--- config.mk ---
export PLATFORM = sky130hd
export DESIGN_NAME = serial1_port
export DESIGN_NICKNAME = d
export VERILOG_FILES = /design/src/pkg/serial1_pkg.sv /design/src/verilog/serial1_port.sv
export VERILOG_INCLUDE_DIRS = /design/src /design/src/pkg
export SDC_FILE = /design/constraint.sdc
export NUM_CORES = 1
export LEC_CHECK = 0
export BUFFER_PORTS_ARGS = -buffer_cell sky130_fd_sc_hd__buf_2
export CAP_MARGIN = 10
export CORE_ASPECT_RATIO = 1.75
export CORE_MARGIN = 3
export CORE_UTILIZATION = 35
export DETAILED_ROUTE_END_ITERATION = 7
export GPL_TIMING_DRIVEN = 0
export SLEW_MARGIN = 20
export SYNTH_ARGS = -nofsm -noshare
export SYNTH_HDL_FRONTEND = slang
export SYNTH_SLANG_ARGS = --single-unit
--- constraint.sdc ---
create_clock -name clock -period 6.95 [get_ports clock]
set_clock_uncertainty 0.1 [all_clocks]
set_input_delay 0.3475 -clock clock [delete_from_list [all_inputs] [get_ports clock]]
set_output_delay 0.3475 -clock clock [all_outputs]
set_load 0.1 [all_outputs]
--- src/pkg/serial1_cfg.svh ---
// Register offsets, field positions, reset values and timing counts of serial port one
`ifndef SERIAL1_CFG_SVH
`define SERIAL1_CFG_SVH
`define CTRL_OFFSET 8'hc0
`define DATA_OFFSET 8'hc1
`define SADDR_OFFSET 8'hc2
`define SADEN_OFFSET 8'hc3
`define AUX_OFFSET 8'hc4
`define CTRL_RESET 8'h00
`define SADDR_RESET 8'h00
`define SADEN_RESET 8'h00
`define AUX_RESET 8'h00
`define BIT_MODE_HIGH 7
`define BIT_MODE_LOW 6
`define BIT_MP_EN 5
`define BIT_RX_EN 4
`define BIT_TX_NINTH 3
`define BIT_RX_NINTH 2
`define BIT_TX_DONE 1
`define BIT_RX_DONE 0
`define BIT_FRAME_SEL 0
`define BIT_DOUBLE_RATE 1
`define BIT_PRIORITY 2
`define BIT_FE_STATUS 3
`define DIV_SYNC_SLOW 12
`define DIV_SYNC_FAST 4
`define DIV_MODE2_SLOW 64
`define DIV_MODE2_FAST 32
`define OVERSAMPLE 16
`define BAUD_RELOAD_RESET 16'h0044
`define BAUD_RELOAD_LO_OFFSET 8'hc5
`define BAUD_RELOAD_HI_OFFSET 8'hc6
`endif

--- src/pkg/serial1_pkg.sv ---
// Types shared by serial port one
package serial1_pkg;
    typedef enum logic [1:0] {MODE_SYNC, MODE_ASYNC10, MODE_ASYNC11_FIXED, MODE_ASYNC11_VAR} serial_mode_e;
    typedef enum logic [1:0] {TX_IDLE, TX_SHIFT} tx_state_e;
    typedef enum logic [1:0] {RX_IDLE, RX_START, RX_DATA, RX_STOP} rx_state_e;
endpackage

--- src/verilog/serial1_port.sv ---
// Serial port one with framing check, multiprocessor filter and slave address match
`timescale 1ns/10ps
`include "serial1_cfg.svh"

// Functional notes
// Mask ones select address bits compared against station address.
// All-zero mask makes every address a match.
// Software loads station address with own or broadcast address.
// Control bit 7 is mode-high or framing error, chosen by framing select.
// Framing error sets on bad stop bit, cleared only by software zero.
// Mode bits pick sync 8, async 10 variable, async 11 fixed, async 11 variable.
// Eleven-bit modes with multiprocessor on: ninth bit zero blocks receive flag.
// Ten-bit mode with multiprocessor on: bad stop bit blocks receive flag.
// Sync mode shifts at clock/12, or clock/4 with multiprocessor bit.
// Frames start only while receive enable is one.
// Eleven-bit modes send software transmit ninth bit, hardware never alters it.
// Receive ninth field takes ninth bit, or stop bit in ten-bit mode with multiprocessor off.
// Transmit flag sets after eighth sync bit or at stop start.
// Receive flag sets mid stop bit; sync mode never receives.
// Receive flag is cleared only by software writing zero.
// Priority bit one gives this port the high interrupt level.
// Data address reads receive register, writes load transmit buffer.
// Match when received address xor station, masked, equals zero.
module serial1_port
    import serial1_pkg::*;
(
    // Clock and reset
    input wire logic clock,
    input wire logic rst_b,
    // Avalon-MM slave
    input wire logic [7:0] address,
    input wire logic read,
    input wire logic write,
    input wire logic [7:0] writedata,
    output logic [7:0] readdata,
    output logic waitrequest,
    // Serial pins
    input wire logic rxd_in,
    output logic txd_out,
    output logic sync_data_out,
    output logic sync_data_oe,
    output logic sync_clock_out,
    // Interrupt request towards the controller
    output logic irq_rx,
    output logic irq_tx,
    output logic irq_high_priority
);

    // ------------------------------------------------------------
    // State
    // ------------------------------------------------------------
    typedef struct packed {
        logic [7:0] ctrl_reg;
        logic fe_reg;
        logic [7:0] saddr_reg;
        logic [7:0] saden_reg;
        logic [7:0] aux_reg;
        logic [15:0] reload_reg;
        logic [7:0] rx_data_reg;
        logic [7:0] readdata_reg;
        logic ack_reg;
        logic [1:0][8:0] buf_word;
        logic [1:0] buf_count;
        logic wait_reg;
        logic [15:0] baud_cnt;
        logic [3:0] tick_cnt;
        logic [5:0] sync_div;
        tx_state_e tx_state;
        logic [10:0] tx_shift;
        logic [3:0] tx_bits;
        logic [3:0] tx_phase;
        logic [1:0] tx_sync_half;
        rx_state_e rx_state;
        logic [8:0] rx_shift;
        logic [3:0] rx_bits;
        logic [3:0] rx_phase;
        logic rx_prev;
        logic txd;
        logic sdata;
        logic soe;
        logic sclk;
    } state_s;

    state_s s_reg;
    state_s s_next;

    // ------------------------------------------------------------
    // Helpers
    // ------------------------------------------------------------
    function automatic logic addr_match(input logic [7:0] rx, input logic [7:0] sa, input logic [7:0] mk);
        addr_match = (((rx ^ sa) & mk) == 8'h00);
    endfunction

    function automatic logic is_eleven(input serial_mode_e m);
        is_eleven = (m == MODE_ASYNC11_FIXED) || (m == MODE_ASYNC11_VAR);
    endfunction

    serial_mode_e mode;
    logic mode_high;
    logic access;
    logic wr_fire;
    logic tick16;
    logic sync_tick;
    logic [15:0] baud_limit;

    // with framing select clear, bit 7 stores mode-high; with it set, bit 7 shows framing error
    assign mode_high = s_reg.ctrl_reg[`BIT_MODE_HIGH];
    assign mode = serial_mode_e'({mode_high, s_reg.ctrl_reg[`BIT_MODE_LOW]});
    assign access = (read || write) && !s_reg.ack_reg;
    // Writes land at the answer edge
    assign wr_fire = write && s_reg.ack_reg;

    always_comb
    begin
        if (mode == MODE_ASYNC11_FIXED)
        begin
            baud_limit = s_reg.aux_reg[`BIT_DOUBLE_RATE] ? 16'(`DIV_MODE2_FAST / `OVERSAMPLE - 1)
                                                         : 16'(`DIV_MODE2_SLOW / `OVERSAMPLE - 1);
        end
        else
        begin
            baud_limit = s_reg.reload_reg;
        end
    end

    assign tick16 = (s_reg.baud_cnt >= baud_limit);
    // sync half-period from the multiprocessor bit
    assign sync_tick = s_reg.ctrl_reg[`BIT_MP_EN] ? (s_reg.sync_div >= 6'(`DIV_SYNC_FAST / 2 - 1))
                                                 : (s_reg.sync_div >= 6'(`DIV_SYNC_SLOW / 2 - 1));

    // ------------------------------------------------------------
    // Next state
    // ------------------------------------------------------------
    always_comb
    begin
        logic rx_done_set;
        logic tx_done_set;
        logic fe_set;
        logic push;
        logic pop;
        logic [8:0] head;
        logic [8:0] rx_word;
        logic stop_ok;
        logic accept;
        rx_done_set = 1'b0;
        tx_done_set = 1'b0;
        fe_set = 1'b0;
        push = 1'b0;
        pop = 1'b0;
        head = s_reg.buf_word[0];
        rx_word = 9'h000;
        stop_ok = 1'b0;
        accept = 1'b0;
        s_next = s_reg;
        s_next.ack_reg = access;
        s_next.wait_reg = !access;
        s_next.rx_prev = rxd_in;

        // Bit-rate dividers
        s_next.baud_cnt = tick16 ? 16'h0000 : s_reg.baud_cnt + 16'h0001;
        s_next.sync_div = sync_tick ? 6'h00 : s_reg.sync_div + 6'h01;

        // Transmitter, drains the two-entry buffer
        case (s_reg.tx_state)
            TX_IDLE:
            begin
                s_next.txd = 1'b1;
                s_next.soe = 1'b0;
                s_next.sclk = 1'b1;
                if (s_reg.buf_count != 2'd0)
                begin
                    pop = 1'b1;
                    s_next.tx_bits = 4'd0;
                    s_next.tx_phase = 4'd0;
                    s_next.tx_sync_half = 2'd0;
                    // ninth bit is the software-held transmit ninth bit
                    s_next.tx_shift = is_eleven(mode) ? {1'b1, s_reg.ctrl_reg[`BIT_TX_NINTH], head[7:0], 1'b0}
                                                      : {2'b11, head[7:0], 1'b0};
                    if (mode == MODE_SYNC)
                    begin
                        s_next.tx_shift = {3'b111, head[7:0]};
                    end
                    s_next.tx_state = TX_SHIFT;
                end
            end
            TX_SHIFT:
            begin
                if (mode == MODE_SYNC)
                begin
                    s_next.soe = 1'b1;
                    s_next.sdata = s_reg.tx_shift[0];
                    if (sync_tick)
                    begin
                        s_next.sclk = ~s_reg.sclk;
                        if (s_reg.sclk)
                        begin
                            s_next.tx_sync_half = 2'd1;
                        end
                        else if (s_reg.tx_sync_half == 2'd1)
                        begin
                            s_next.tx_shift = {1'b1, s_reg.tx_shift[10:1]};
                            s_next.tx_bits = s_reg.tx_bits + 4'd1;
                            if (s_reg.tx_bits == 4'd7)
                            begin
                                tx_done_set = 1'b1;
                                s_next.tx_state = TX_IDLE;
                            end
                        end
                    end
                end
                else if (tick16)
                begin
                    s_next.txd = s_reg.tx_shift[0];
                    s_next.tx_phase = s_reg.tx_phase + 4'd1;
                    // Flag rises with the stop bit
                    if (s_reg.tx_phase == 4'd0 && s_reg.tx_bits == (is_eleven(mode) ? 4'd10 : 4'd9))
                    begin
                        tx_done_set = 1'b1;
                    end
                    if (s_reg.tx_phase == 4'd15)
                    begin
                        s_next.tx_shift = {1'b1, s_reg.tx_shift[10:1]};
                        s_next.tx_bits = s_reg.tx_bits + 4'd1;
                        if (s_reg.tx_bits == (is_eleven(mode) ? 4'd10 : 4'd9))
                        begin
                            s_next.tx_state = TX_IDLE;
                        end
                    end
                end
            end
            default:
            begin
                s_next.tx_state = TX_IDLE;
            end
        endcase

        // Receiver; frames start only with receive enable set
        case (s_reg.rx_state)
            RX_IDLE:
            begin
                if (s_reg.ctrl_reg[`BIT_RX_EN] && mode != MODE_SYNC && s_reg.rx_prev && !rxd_in)
                begin
                    s_next.rx_state = RX_START;
                    s_next.rx_phase = 4'd0;
                    s_next.rx_bits = 4'd0;
                end
            end
            RX_START:
            begin
                if (tick16)
                begin
                    s_next.rx_phase = s_reg.rx_phase + 4'd1;
                    if (s_reg.rx_phase == 4'd7 && rxd_in)
                    begin
                        s_next.rx_state = RX_IDLE;
                    end
                    else if (s_reg.rx_phase == 4'd15)
                    begin
                        s_next.rx_state = RX_DATA;
                    end
                end
            end
            RX_DATA:
            begin
                if (tick16)
                begin
                    s_next.rx_phase = s_reg.rx_phase + 4'd1;
                    if (s_reg.rx_phase == 4'd7)
                    begin
                        s_next.rx_shift = {rxd_in, s_reg.rx_shift[8:1]};
                        s_next.rx_bits = s_reg.rx_bits + 4'd1;
                    end
                    if (s_reg.rx_phase == 4'd15 && s_reg.rx_bits == (is_eleven(mode) ? 4'd9 : 4'd8))
                    begin
                        s_next.rx_state = RX_STOP;
                    end
                end
            end
            RX_STOP:
            begin
                if (tick16 && s_reg.rx_phase == 4'd7)
                begin
                    s_next.rx_state = RX_IDLE;
                    stop_ok = rxd_in;
                    rx_word = is_eleven(mode) ? s_reg.rx_shift : {stop_ok, s_reg.rx_shift[8:1]};
                    fe_set = !stop_ok;
                    accept = 1'b1;
                    if (s_reg.ctrl_reg[`BIT_MP_EN])
                    begin
                        if (is_eleven(mode))
                        begin
                            accept = rx_word[8] && addr_match(rx_word[7:0], s_reg.saddr_reg, s_reg.saden_reg);
                        end
                        else
                        begin
                            accept = stop_ok;
                        end
                    end
                    if (accept)
                    begin
                        rx_done_set = 1'b1;
                        s_next.rx_data_reg = rx_word[7:0];
                        if (is_eleven(mode) || !s_reg.ctrl_reg[`BIT_MP_EN])
                        begin
                            s_next.ctrl_reg[`BIT_RX_NINTH] = rx_word[8];
                        end
                    end
                end
                else if (tick16)
                begin
                    s_next.rx_phase = s_reg.rx_phase + 4'd1;
                end
            end
            default:
            begin
                s_next.rx_state = RX_IDLE;
            end
        endcase

        // Register writes; hardware sets win over software clears
        if (wr_fire)
        begin
            case (address)
                `CTRL_OFFSET:
                begin
                    s_next.ctrl_reg[6:0] = writedata[6:0];
                    if (s_reg.aux_reg[`BIT_FRAME_SEL])
                    begin
                        if (!writedata[`BIT_MODE_HIGH])
                        begin
                            s_next.fe_reg = 1'b0;
                        end
                    end
                    else
                    begin
                        s_next.ctrl_reg[`BIT_MODE_HIGH] = writedata[`BIT_MODE_HIGH];
                    end
                end
                `DATA_OFFSET:
                begin
                    push = (s_reg.buf_count != 2'd2);
                end
                `SADDR_OFFSET:
                begin
                    s_next.saddr_reg = writedata;
                end
                `SADEN_OFFSET:
                begin
                    s_next.saden_reg = writedata;
                end
                `AUX_OFFSET:
                begin
                    s_next.aux_reg = {5'h00, writedata[2:0]};
                end
                `BAUD_RELOAD_LO_OFFSET:
                begin
                    s_next.reload_reg[7:0] = writedata;
                end
                `BAUD_RELOAD_HI_OFFSET:
                begin
                    s_next.reload_reg[15:8] = writedata;
                end
                default:
                begin
                end
            endcase
        end
        if (rx_done_set)
        begin
            s_next.ctrl_reg[`BIT_RX_DONE] = 1'b1;
        end
        if (tx_done_set)
        begin
            s_next.ctrl_reg[`BIT_TX_DONE] = 1'b1;
        end
        if (fe_set)
        begin
            s_next.fe_reg = 1'b1;
        end

        // Two-entry transmit buffer
        if (pop)
        begin
            s_next.buf_word[0] = s_reg.buf_word[1];
        end
        if (push)
        begin
            s_next.buf_word[(pop ? s_reg.buf_count - 2'd1 : s_reg.buf_count) == 2'd0 ? 0 : 1] = {1'b0, writedata};
        end
        s_next.buf_count = s_reg.buf_count + (push ? 2'd1 : 2'd0) - (pop ? 2'd1 : 2'd0);

        // Read data
        if (access && read)
        begin
            case (address)
                `CTRL_OFFSET:
                    s_next.readdata_reg = s_reg.aux_reg[`BIT_FRAME_SEL] ? {s_reg.fe_reg, s_reg.ctrl_reg[6:0]}
                                                                       : s_reg.ctrl_reg;
                `DATA_OFFSET: s_next.readdata_reg = s_reg.rx_data_reg;
                `SADDR_OFFSET: s_next.readdata_reg = s_reg.saddr_reg;
                `SADEN_OFFSET: s_next.readdata_reg = s_reg.saden_reg;
                `AUX_OFFSET: s_next.readdata_reg = {4'h0, s_reg.fe_reg, s_reg.aux_reg[2:0]};
                `BAUD_RELOAD_LO_OFFSET: s_next.readdata_reg = s_reg.reload_reg[7:0];
                `BAUD_RELOAD_HI_OFFSET: s_next.readdata_reg = s_reg.reload_reg[15:8];
                default: s_next.readdata_reg = 8'h00;
            endcase
        end
    end

    always_ff @(posedge clock or negedge rst_b)
    begin
        if (!rst_b)
        begin
            s_reg <= '0;
            s_reg.reload_reg <= `BAUD_RELOAD_RESET;
            s_reg.txd <= 1'b1;
            s_reg.sclk <= 1'b1;
            s_reg.rx_prev <= 1'b1;
            s_reg.wait_reg <= 1'b1;
        end
        else
        begin
            s_reg <= s_next;
        end
    end

    // ------------------------------------------------------------
    // Outputs
    // ------------------------------------------------------------
    // Answer one cycle after the request; stall while the buffer is full is not needed since a full write drops
    assign waitrequest = s_reg.wait_reg;
    assign readdata = s_reg.readdata_reg;
    assign txd_out = s_reg.txd;
    assign sync_data_out = s_reg.sdata;
    assign sync_data_oe = s_reg.soe;
    assign sync_clock_out = s_reg.sclk;
    assign irq_rx = s_reg.ctrl_reg[`BIT_RX_DONE];
    assign irq_tx = s_reg.ctrl_reg[`BIT_TX_DONE];
    assign irq_high_priority = s_reg.aux_reg[`BIT_PRIORITY];

endmodule

==> impl_results.md <==
- Via density: between 5 and 6
- Die width: 118.2 um
- Synth cell types: 63
- Worst VDD drop: 0.1570 mV
- Leading cell types in the layout, fill and taps excluded: dfrtp_1 (141), nand2_1 (76), mux2_2 (74)
- Largest net degree at the start of global routing: between 90 and 100
- Critical path class: flop to flop
- Synthesized instance count: approximately 700
- Required @ worst endpoint: slightly above 7 ns
- Leakage power: about 4.0 nW
- Post-DRT Antenna Nets: 0
- Post-route minimum period: about 5 ns
- Asr flop ratio synth: between 90% and 100%
- HPWL Detailed: 13.61 mm
- Register bit total from synthesis: roughly 150
- Number of flip-flops in the largest register: ~130
- Overall Global Routing Usage: between 15 and 20%
- WL/cell: between 15 and 20 um
- Vias in the first global route: 5,589
- Post-CTS setup buffer count: 0
- Critical path capture point type: flop
- Root buf cell: clkbuf_16
- HP Class: input pin to flop
- DIE HEIGHT: 202.3 um
- Row Count: between 70 and 80
- Hold Vio Cnt, Final: 0
- Most used DFF post-synth: dfrtp_1
- Bufs on Longest Clock Path: 2
- Clock transition at the registers of the reported paths: approximately 0.060 ns
- Yosys warning count: 0
- Final Cycle Share: between 70% and 80%
- Fmax: about 200 MHz
- Worst Path Max Fanout: 10
- Clock sinks: 147
- Power Dens Cells: 300.1 nW/um2
- Final setup viols: 0
- Drt first-iter violations: between 200 and 300
- R2r setup slk: between 2 and 2.5 ns
- Layout Nets: 816
- Max-Cap Viols: 0
- Area leader, netlist: dfrtp_1
- DRT Pass-1 Iters: 5
- Die Footprint: around 24,000 um2
- CTS tree: done
- Critical Path Start: mode[1]
- First-pass GRT wire length: ~30 mm
- Total wire length: 18.65 mm
- DR vias: between 5k and 6k
- Placement Cell Area: between 8000 and 9000 um2
- H-tree depth: 4
- Diode count: 0
- RSZ-0062 raised after global routing: false
- Critical path launch point type: flop
- Outcome: finished, final reports clean
- Reg2reg path depth: 14
- Synth top area cells: dfrtp_1 (46%), mux2_2 (11%), mux2i_1 (5.2%)
- Arrival @ worst endpoint: a little over 5 ns
- P&R area growth vs syn: 16.19%
- Ratio of cells with drive above 1 in the final layout: a little under a quarter
- Reg-to-Reg End: s_reg[43]
- TNS Setup: 0 ns
- Clk_lat worst skew: approximately 0.43 ns
- Fin Hold WS: roughly 0.14 ns
- Number of port buffers: 35
- CORE AREA: 21,590 um2
- Gpl congestion: about 0.84
- Initial antenna violation count: 0
- Slew @ Worst Pin: 0.7960 ns
- Proportion of synthesized chip area in sequential cells: between 40% and 50%
- Area share of the largest cell type after synthesis: between 40% and 50%
- CTS buffer count: 17
- Commonest non-fill, non-tap cell in the layout: dfrtp_1
- Initial Utilization: between 30% and 40%
- Final Max Tran Viols: 0
- Reg-to-reg startpoint: mode[1]
- GR Overflow Total: 0
- DRC: 0
- Max_slew headroom: a little under half
- Synthesized area: roughly 7700 um2
- Crit path to: s_reg[43]
- Number of enable-type register cells in the synthesized netlist: 0
- I/O pins: 37
- Synth Area per Inst: between 10 and 15 um2
- Post-route cell area: a little under 9000 um2
## synth_stat cells (8+ instances only)
cell and n:
dfrtp_1 141, nand2_1 76, mux2_2 74, nor2_1 46, mux2i_1 40, o21ai_0 33, ha_1 29, inv_1 25
a21oi_1 23, nand3_1 20, clkbuf_1 18, xnor2_1 15, nand2b_1 11, xor2_1 11, a22oi_1 10, and3_1 9
buf_4 8, nor3_1 8
## layout make-up
type / instances / area (um2)
Buffer: 35 / 175.2
Multi-Input combinational cell: 502 / 3762
Clock buffer: 18 / 429.2
Inverter: 25 / 93.84
Sequential cell: 147 / 3686
Clock inverter: 14 / 210.2
Tap cell: 292 / 365.4
Timing Repair Buffer: 38 / 232.7
Fill cell: 2049 / 12630
## repair_timing
action / in CTS / in global routing
gates resized for setup: 0 / 0
endpoints found under the setup margin: 0 / 0
hold buffers: 2 / 0
endpoints found under the hold margin: 51 / 0
## worst max-delay path, stage by stage, from the launching register on
cell and delay [ns]:
dfrtp_1 0.37, buf_6 0.16, clkbuf_1 0.32, nand2b_1 0.16, clkbuf_1 0.34, clkbuf_1 0.39, nand2_1 0.11, ha_1 0.31
a21oi_1 0.13, o21ai_0 0.17, a2111oi_4 0.66, nand2_1 0.40, o21ai_1 0.44, buf_2 0.34, mux2_2 0.36
## through the flow
stage          setup slack [ns]  power (mW)  cells  utilization [%]
2_1_floorplan             3.159       1.526    709                -
3_3_place_gp              1.997       1.692   1036            38.23
3_5_place_dp              1.996       1.708   1037            38.43
4_1_cts                   1.977       2.717   1071            41.48
5_1_grt                   1.686       2.826   1071            41.48
6_report                  2.060       2.687   1071            41.48
## how the worst min path moves through the flow
stage	start	end	slack, ns	cells past startpoint
after global placement	s_reg[44]	s_reg[44]	0.35	1
final	read	waitrequest	0.14	3
after detailed placement	rst_b	readdata[6]	0.19	1
after CTS	read	waitrequest	0.13	3
after floorplan	rst_b	irq_high_priority	-0.05	0
after global routing	read	waitrequest	0.15	3
## power breakdown
group          internal [mW]  switching, mW
Combinational          0.232          0.392
Sequential             0.968         0.0957
Clock                  0.635          0.364
Total                   1.84          0.852
## logic make-up (layout without fill, tap and decap cells)
kind of cell,Yosys count,in the layout,share of synthesized area [%]
AOI/OAI and AO/OA,114,114,10.24
xor gates and xnor gates,26,26,2.955
adders and majority gates,29,29,4.708
buffers and inverters,60,130,3.490
DFF,147,147,47.82
muxes,120,120,17.55
other,1,2,0.04865
and+or+nand+nor,211,211,13.18
## metal layers
| layer | global-route usage [%] | share of wire [%] | wire [um] | vias to the layer above |
|---|---|---|---|---|
| met5 | 0 | 0 | 0 | - |
| met4 | 7.841 | 3.4 | 634 | 0 |
| met3 | 2.352 | 2.2 | 406 | 36 |
| met2 | 29.96 | 55 | 10310 | 99 |
| met1 | 17.90 | 39 | 7305 | 2697 |
| li1 | - | - | - | 2623 |
(Power assumes the default switching activity.)
